`config.mk`:
```
export PLATFORM = sky130hd
export DESIGN_NAME = mac_rx_frame_status_word
export DESIGN_NICKNAME = d
export VERILOG_FILES = /design/src/logic/frame_filter_eval.v /design/src/logic/dest_addr_class.v /design/src/logic/mac_rx_frame_status_word.v
export VERILOG_INCLUDE_DIRS = /design/src /design/src/common
export SDC_FILE = /design/constraint.sdc
export NUM_CORES = 1
export LEC_CHECK = 0
export BUFFER_PORTS_ARGS = -buffer_cell sky130_fd_sc_hd__buf_2
export CORE_ASPECT_RATIO = 0.75
export CORE_UTILIZATION = 41
export CTS_BUF_LIST = sky130_fd_sc_hd__clkbuf_16
export CTS_CLUSTER_DIAMETER = 100
export DETAILED_ROUTE_END_ITERATION = 6
export GPL_TIMING_DRIVEN = 0
export PLACE_DENSITY = 0.93
export SLEW_MARGIN = 20
export SYNTH_ARGS = -nofsm -noshare
export SYNTH_HDL_FRONTEND = slang
export SYNTH_SLANG_ARGS = --single-unit
export TNS_END_PERCENT = 10
```
`constraint.sdc`:
```
create_clock -name mclk -period 4.4 [get_ports mclk]
set_clock_uncertainty 0.05 [all_clocks]
set_input_delay 0.44 -clock mclk [delete_from_list [all_inputs] [get_ports mclk]]
set_output_delay 0.44 -clock mclk [all_outputs]
set_load 0.05 [all_outputs]
```
`src/common/rx_status_map.vh`:
```
`ifndef RX_STATUS_MAP_VH
`define RX_STATUS_MAP_VH

// register byte offsets
`define OFS_RX_FRAME_STATUS  4'h0
`define OFS_RX_CTRL          4'h4
`define OFS_IRQ_STATUS       4'h8
`define OFS_IRQ_MASK         4'hc

// status word bit positions
`define BIT_OVERRUN_DROP     31
`define BIT_FILTER_PASS      30
`define BIT_ADDR_MATCH_FAIL  29
`define BIT_BCAST_DEST       28
`define BIT_GROUP_DEST       27

// control register bit positions
`define CTL_ACCEPT_ALL       0
`define CTL_BCAST_BLOCK      1
`define CTL_CTRL_PASS        2
`define CTL_BAD_PASS         3
`define CTL_FULL_DUPLEX      4
`define CTL_RX_ENABLE        5
`define CTL_WIDTH            6

// interrupt status / mask bit positions
`define IRQ_DONE             0
`define IRQ_OVERRUN          1
`define IRQ_FILTER_FAIL      2
`define IRQ_WIDTH            3

// reset values
`define CTL_RESET            6'h00
`define MASK_RESET           3'h0

// frame size limits in bytes
`define MAX_LEN_UNTAGGED     16'h05dc
`define MAX_LEN_ONE_TAG      16'h05ee
`define MAX_LEN_TWO_TAG      16'h0602
`define CTRL_FRAME_LEN       16'h0040

`endif

```
`src/logic/frame_filter_eval.v`:
```
`timescale 1ns/10ps
`include "rx_status_map.vh"

// combinational filter verdict for one completed frame
module frame_filter_eval (
    // frame attributes
    input  wire        addr_match_fail,
    input  wire        dest_bcast,
    input  wire        is_ctrl_frame,
    input  wire        ctrl_op_ok,
    input  wire        frame_err,
    input  wire [15:0] frame_len,
    input  wire [1:0]  vlan_tags,
    input  wire        full_duplex,
    // software settings
    input  wire        accept_all_addr_mode,
    input  wire        bcast_block_ctl,
    input  wire        ctrl_frame_pass,
    input  wire        bad_frame_pass,
    // results
    output wire        unknown_ctrl_frame,
    output wire        filter_pass
);
    reg  [15:0] max_len;
    wire        oversize;
    wire        err_status;
    wire        fail_a;
    wire        fail_b;
    wire        fail_c;
    wire        fail_d;
    wire        fail_e;

    // length limit chosen by tag count
    always @* begin
        case (vlan_tags)
            2'h0:    max_len = `MAX_LEN_UNTAGGED;
            2'h1:    max_len = `MAX_LEN_ONE_TAG;
            default: max_len = `MAX_LEN_TWO_TAG;
        endcase
    end

    assign oversize   = frame_len > max_len;
    assign err_status = frame_err | oversize;

    // full duplex only; bad opcode or wrong length
    assign unknown_ctrl_frame = full_duplex & is_ctrl_frame &
        (~ctrl_op_ok | (frame_len != `CTRL_FRAME_LEN));

    // conditions kept exactly as worded, odd though they read
    assign fail_a = ~addr_match_fail &
                    (~dest_bcast | accept_all_addr_mode);
    assign fail_b = dest_bcast & ~bcast_block_ctl;
    assign fail_c = ~is_ctrl_frame | ctrl_frame_pass;
    assign fail_d = ~err_status | bad_frame_pass;
    assign fail_e = ~unknown_ctrl_frame;

    assign filter_pass = ~(fail_a | fail_b | fail_c | fail_d | fail_e);
endmodule // frame_filter_eval

```
`src/logic/dest_addr_class.v`:
```
`timescale 1ns/10ps

// classify destination address
module dest_addr_class #(
    parameter ADDR_W = 48
) (
    // address as received, first bit on the wire in bit 0
    input  wire [ADDR_W-1:0] dest_addr,
    // flags
    output wire              bcast_dest_flag,
    output wire              group_dest_flag
);
    assign bcast_dest_flag = &dest_addr;
    assign group_dest_flag = dest_addr[0];
endmodule // dest_addr_class

```
`src/logic/mac_rx_frame_status_word.v`:
```
// Function
// - status is valid only after the buffer is enabled and marked done.
// - bit 31 is one for a frame lost to a FIFO overrun, else zero.
// - bit 30 is one when the frame passed the packet filter, else zero.
// - fail if match-fail is 0 and (not broadcast or accept-all is 1).
// - filter fails when broadcast and broadcast-block is 0.
// - filter fails when not a control frame or control-pass is 1.
// - filter fails when no error status or bad-frame-pass is 1.
// - filter fails when the unknown-control indication is 0.
// - oversize frames (1500/1518/1538) give error status.
// - bit 29 is one when the destination failed address filtering.
// - bit 28 is one when the destination is all ones.
// - bit 27 is one when the destination's first bit is one.
// - full-duplex control frame, bad opcode or size not 64, is unknown.
// - blocked broadcasts and non-promiscuous address fails are dropped, except overrun frames, which are still stored.
//
// The Avalon-MM interface to the registers is this design's own decision.
`timescale 1ns/10ps
`include "rx_status_map.vh"

module mac_rx_frame_status_word #(
    parameter ADDR_W = 48
) (
    // clock and reset
    input  wire              mclk,
    input  wire              rst,
    // avalon-mm slave
    input  wire [3:0]        avs_address,
    input  wire              avs_read,
    input  wire              avs_write,
    input  wire [31:0]       avs_writedata,
    input  wire [3:0]        avs_byteenable,
    output reg  [31:0]       avs_readdata,
    output wire              avs_waitrequest,
    output reg  [1:0]        avs_response,
    // receive datapath, one-cycle completion strobe
    input  wire              frm_done,
    input  wire              frm_overrun,
    input  wire [ADDR_W-1:0] frm_dest_addr,
    input  wire              frm_addr_fail,
    input  wire              frm_is_ctrl,
    input  wire              frm_ctrl_op_ok,
    input  wire              frm_error,
    input  wire [15:0]       frm_len,
    input  wire [1:0]        frm_vlan_tags,
    // promiscuous mode level from mac control
    input  wire              promisc_mode,
    // outputs
    output wire              buf_done,
    output wire              frame_stored,
    output wire              irq
);
    reg  [31:0]             status_r;
    reg                     done_r;
    reg  [`CTL_WIDTH-1:0]   ctl_r;
    reg  [`IRQ_WIDTH-1:0]   irq_stat_r;
    reg  [`IRQ_WIDTH-1:0]   irq_mask_r;
    reg  [`IRQ_WIDTH-1:0]   irq_stat_nxt;
    reg                     ack_r;
    reg  [31:0]             rd_nxt;
    reg                     rd_err_nxt;
    wire                    bcast_dest_flag;
    wire                    group_dest_flag;
    wire                    unknown_ctrl_frame;
    wire                    filter_pass;
    wire                    keep_frame;
    wire                    commit;
    wire                    access;
    wire [31:0]             wmask;
    wire [`IRQ_WIDTH-1:0]   irq_evt;
    wire [`IRQ_WIDTH-1:0]   irq_clr;
    wire                    rx_en;

    dest_addr_class #(
        .ADDR_W (ADDR_W)
    ) u_class (
        .dest_addr       (frm_dest_addr),
        .bcast_dest_flag (bcast_dest_flag),
        .group_dest_flag (group_dest_flag)
    );

    frame_filter_eval u_filter (
        .addr_match_fail      (frm_addr_fail),
        .dest_bcast           (bcast_dest_flag),
        .is_ctrl_frame        (frm_is_ctrl),
        .ctrl_op_ok           (frm_ctrl_op_ok),
        .frame_err            (frm_error),
        .frame_len            (frm_len),
        .vlan_tags            (frm_vlan_tags),
        .full_duplex          (ctl_r[`CTL_FULL_DUPLEX]),
        .accept_all_addr_mode (ctl_r[`CTL_ACCEPT_ALL]),
        .bcast_block_ctl      (ctl_r[`CTL_BCAST_BLOCK]),
        .ctrl_frame_pass      (ctl_r[`CTL_CTRL_PASS]),
        .bad_frame_pass       (ctl_r[`CTL_BAD_PASS]),
        .unknown_ctrl_frame   (unknown_ctrl_frame),
        .filter_pass          (filter_pass)
    );

    assign rx_en = ctl_r[`CTL_RX_ENABLE];

    // broadcast block cuts broadcasts even in promiscuous mode;
    // an address-filter miss drops the frame only outside it
    assign keep_frame = ~(bcast_dest_flag & ctl_r[`CTL_BCAST_BLOCK]) &
                        (promisc_mode | ~frm_addr_fail);

    // an overrun frame is still reported so software can see it
    assign commit = frm_done & rx_en & ~done_r &
                    (keep_frame | frm_overrun);
    assign frame_stored = commit;

    // status and done flag load in the same cycle
    always @(posedge mclk) begin
        if (rst) begin
            status_r <= 32'h0000_0000;
            done_r   <= 1'b0;
        end else begin
            if (commit) begin
                status_r <= 32'h0000_0000;
                status_r[`BIT_OVERRUN_DROP]    <= frm_overrun;
                status_r[`BIT_FILTER_PASS]     <= filter_pass;
                status_r[`BIT_ADDR_MATCH_FAIL] <= frm_addr_fail;
                status_r[`BIT_BCAST_DEST]      <= bcast_dest_flag;
                status_r[`BIT_GROUP_DEST]      <= group_dest_flag;
                done_r <= 1'b1;
            end else if (avs_write & ack_r &
                         avs_address == `OFS_RX_CTRL &
                         avs_byteenable[0] &
                         ~avs_writedata[`CTL_RX_ENABLE]) begin
                done_r <= 1'b0; // disabling rearms the buffer
            end
        end
    end
    assign buf_done = done_r;

    // single wait state: the first cycle waits, the second answers
    assign access          = (avs_read | avs_write) & ~ack_r;
    assign avs_waitrequest = (avs_read | avs_write) & ~ack_r;

    always @(posedge mclk) begin
        if (rst) begin
            ack_r <= 1'b0;
        end else begin
            ack_r <= access;
        end
    end

    assign wmask = {{8{avs_byteenable[3]}}, {8{avs_byteenable[2]}},
                    {8{avs_byteenable[1]}}, {8{avs_byteenable[0]}}};

    // read mux; status reads zero until the buffer completes
    always @* begin
        rd_nxt     = 32'h0000_0000;
        rd_err_nxt = 1'b0;
        case (avs_address)
            `OFS_RX_FRAME_STATUS: rd_nxt = done_r ? status_r :
                                           32'h0000_0000;
            `OFS_RX_CTRL:    rd_nxt[`CTL_WIDTH-1:0] = ctl_r;
            `OFS_IRQ_STATUS: rd_nxt[`IRQ_WIDTH-1:0] = irq_stat_r;
            `OFS_IRQ_MASK:   rd_nxt[`IRQ_WIDTH-1:0] = irq_mask_r;
            default:         rd_err_nxt = 1'b1;
        endcase
    end

    // read data registered during the wait cycle
    always @(posedge mclk) begin
        if (rst) begin
            avs_readdata <= 32'h0000_0000;
            avs_response <= 2'h0;
        end else if (access) begin
            avs_readdata <= avs_read ? rd_nxt : 32'h0000_0000;
            avs_response <= rd_err_nxt ? 2'h3 : 2'h0;
        end
    end

    // control and mask writes; status word is read-only
    always @(posedge mclk) begin
        if (rst) begin
            ctl_r      <= `CTL_RESET;
            irq_mask_r <= `MASK_RESET;
        end else if (avs_write & ack_r) begin
            if (avs_address == `OFS_RX_CTRL)
                ctl_r <= (ctl_r & ~wmask[`CTL_WIDTH-1:0]) |
                         (avs_writedata[`CTL_WIDTH-1:0] &
                          wmask[`CTL_WIDTH-1:0]);
            if (avs_address == `OFS_IRQ_MASK)
                irq_mask_r <= (irq_mask_r & ~wmask[`IRQ_WIDTH-1:0]) |
                              (avs_writedata[`IRQ_WIDTH-1:0] &
                               wmask[`IRQ_WIDTH-1:0]);
        end
    end

    // sticky events; a set in the clearing cycle wins
    assign irq_evt = {commit & ~filter_pass, commit & frm_overrun, commit};
    assign irq_clr = (avs_write & ack_r & avs_address == `OFS_IRQ_STATUS) ?
                     (avs_writedata[`IRQ_WIDTH-1:0] &
                      wmask[`IRQ_WIDTH-1:0]) : {`IRQ_WIDTH{1'b0}};

    always @* begin
        irq_stat_nxt = (irq_stat_r & ~irq_clr) | irq_evt;
    end

    always @(posedge mclk) begin
        if (rst) begin
            irq_stat_r <= {`IRQ_WIDTH{1'b0}};
        end else begin
            irq_stat_r <= irq_stat_nxt;
        end
    end

    assign irq = |(irq_stat_r & irq_mask_r);
endmodule // mac_rx_frame_status_word

```
==> metrics.txt <==
nets=465; Static Leak=1.357 nW; synth top area cells=dfxtp_1 (34%), buf_4 (9.2%), ha_1 (6.3%); #FFs+latches synth=31; Skew-Pair Late Insertion Delay=0.27 ns; most used cell along the critical path=buf_2; routability cong.=0.8792; met1 Use GR=0.2155; post-CTS resize count=0; Total Power=around 0.74 mW; site row count=20; worst-path fanout max=10; core area=around 4100 um^2; Remaining DRCs=0; Max Fclk=348.3 MHz; RSZ-0062 raised after global routing=no; H-tree depth=2; chain of cells forming the critical path=buf_2, nand4_1, nor4_1, nand3_1, o31ai_2, inv_1, buf_2; Fillers=367; Total GRT Usage=0.2147; Initial DRC Count=62; path type of the worst setup path=in -> out; register area=620.6 um^2; hold buffers post-CTS=0; number of flops mapped to enable cells by yosys=0; largest net degree at the start of global routing=11; Mapped Area=1802 um^2; synthesized area per cell=approximately 8.6 um^2; Pwr Density=286.4 nW/um^2; post-synth top area share=0.3444; register area share after synthesis=0.3444; GR Util met2=0.4286; Most used DFF post-synth=dfxtp_1; vias post-DR=1971; reg2reg setup slack=2.43 ns; dominant cell type by area after synthesis=dfxtp_1; antenna cell count=0; DR pass1 iterations=4; outcome=completed; Finish-stage setup viols=0; Post-Synthesis Cells=approximately 210; Root Buffer Master=clkbuf_16; Layout area overhead=44.03%; Req. time, crit path=3.91 ns; DPL Wire Length=4106 um; slowest library cell on the worst path=o31ai_2; global-route wire length before repair=7562 um; post-DR wirelength/cell=between 10 and 15 um; grt total ovfl=0; Cell variety after synth=39; busiest grt layer=met2; final WL=4956 um; Worst Hold Class=in -> reg; final worst-path cycle share=0.6526; PortBufs=103; GR Util met3=0.04462; # IOs=155; initial antenna violation count=0; Slew Limit Fails=0; footprint of the multi-input gates=around 1000 um^2; DRT antenna net count=0; DR vias/cell=5.003; MaxCap Viol Count=0; arrival time worst endpoint=2.38 ns; largest stage delay on the critical path=a little under 0.8 ns; vias in the first global route=between 1500 and 2000; setup TNS=0 ns; TritonCTS clock tree=done; Die Area=4666 um^2; CTS Buf Count=5; Worst slew margin=0.4074; Peak VDD IR=0.0002008 V; layout cells sized above 1=0.4130; Hold Vio Cnt, Final=0; fin crit period=roughly 2.9 ns; startpoint types=primary input; chip width=78.55 um; YS warnings=0; Initial Util=0.4364; CTS Buffer Depth=2; clock transition at the registers of the reported paths=0.05 ns; worst path bufs/invs=3; CP top delay family=compound AO/OA/AOI/OAI gates; clock net sink count=31; Die Y-Extent=approximately 60 um; Async S/R FF share, synth=0; worst slew pin tran=0.8836 ns; Post-CTS Setup Bufs=0; CP Capture Type=output pin
[Yosys cell counts, drive strengths merged, types with 3 or more instances]
master and n:
a21o 3, a21oi 11, a22o 3, a22oi 11, buf 22, clkbuf 5, dfxtp 31, ha 9
inv 7, mux2 3, mux2i 11, nand2 10, nand3 5, nand4 14, nor2 29, nor4 4
or4 4
[layout by cell type (no fill, tap or decap), drive strengths merged, types with 3 or more instances in the layout]
cell type,netlist,routed
a22oi,11,11
mux2i,11,11
inv,7,7
nor4,4,4
or4,4,4
a21o,3,3
nand2,10,10
buf,22,125
a21oi,11,11
nor2,29,29
nand3,5,5
dfxtp,31,31
a22o,3,3
conb,1,21
nand4,14,14
clkbuf,5,10
ha,9,9
mux2,3,3
[kinds of logic after synthesis]
kind of cell,Yosys count,share of synthesized area
and+or+nand+nor,81,0.2368
DFF,31,0.3444
buffers and inverters,34,0.1167
adders and majority gates,9,0.06250
muxes,14,0.07986
other,1,0.002081
AOI/OAI and AO/OA,39,0.1576
[metal layers]
layer / part of all wire / vias to the layer above
met1: 0.39 / 883
met5: 0 / -
met4: 0.011 / 0
met3: 0.081 / 5
li1: - / 989
met2: 0.52 / 94
[path summary, 6_finish.rpt]
kind / cells past startpoint / startpoint / endpoint
max: 7 / frm_dest_addr[22] / frame_stored
min: 3 / avs_writedata[4] / flip-flop
max reg2reg: 5 / buf_done$_SDFFE_PP0P_ / status_r[30]$_SDFFE_PP0P_
min reg2reg: 2 / status_r[28]$_SDFFE_PP0P_ / status_r[28]$_SDFFE_PP0P_
[stage by stage]
step	worst slack (ns)	util	area (um^2)	std cells	hold slack, ns
4_1_cts	1.512	0.6285	2595	394	0.3603
6_report	1.529	0.6285	2595	394	0.3652
5_1_grt	1.269	0.6285	2595	394	0.3645
3_3_place_gp	1.519	0.5961	2461	387	0.3924
2_1_floorplan	2.015	-	1877	229	0.3815
3_5_place_dp	1.522	0.5961	2461	387	0.3960
[worst min-delay path: cells and delay by family]
family	cells	cell delay [ns]
mux	1	0.05
buf+inv	1	0.08
simple gates	1	0.07
[power by group]
part	internal (mW)	leakage [nW]	switching, mW	total, mW
Clock	0.202	0.0671	0.107	0.309
Combinational	0.0580	1.04	0.0919	0.150
Sequential	0.283	0.250	0.00118	0.285
Total	0.543	1.36	0.200	0.743
[cell type report]
| cell class | count | area share |
|---|---|---|
| well taps | 55 | 0.02652 |
| clock inverters | 2 | 0.003375 |
| plain buffers | 27 | 0.07088 |
| inverters | 7 | 0.01013 |
| clock buffers | 5 | 0.04822 |
| repair buffers | 103 | 0.1986 |
| flip-flops and latches | 31 | 0.2392 |
| multi-input cells | 164 | 0.4031 |
Power figures use the tool's default switching activity.
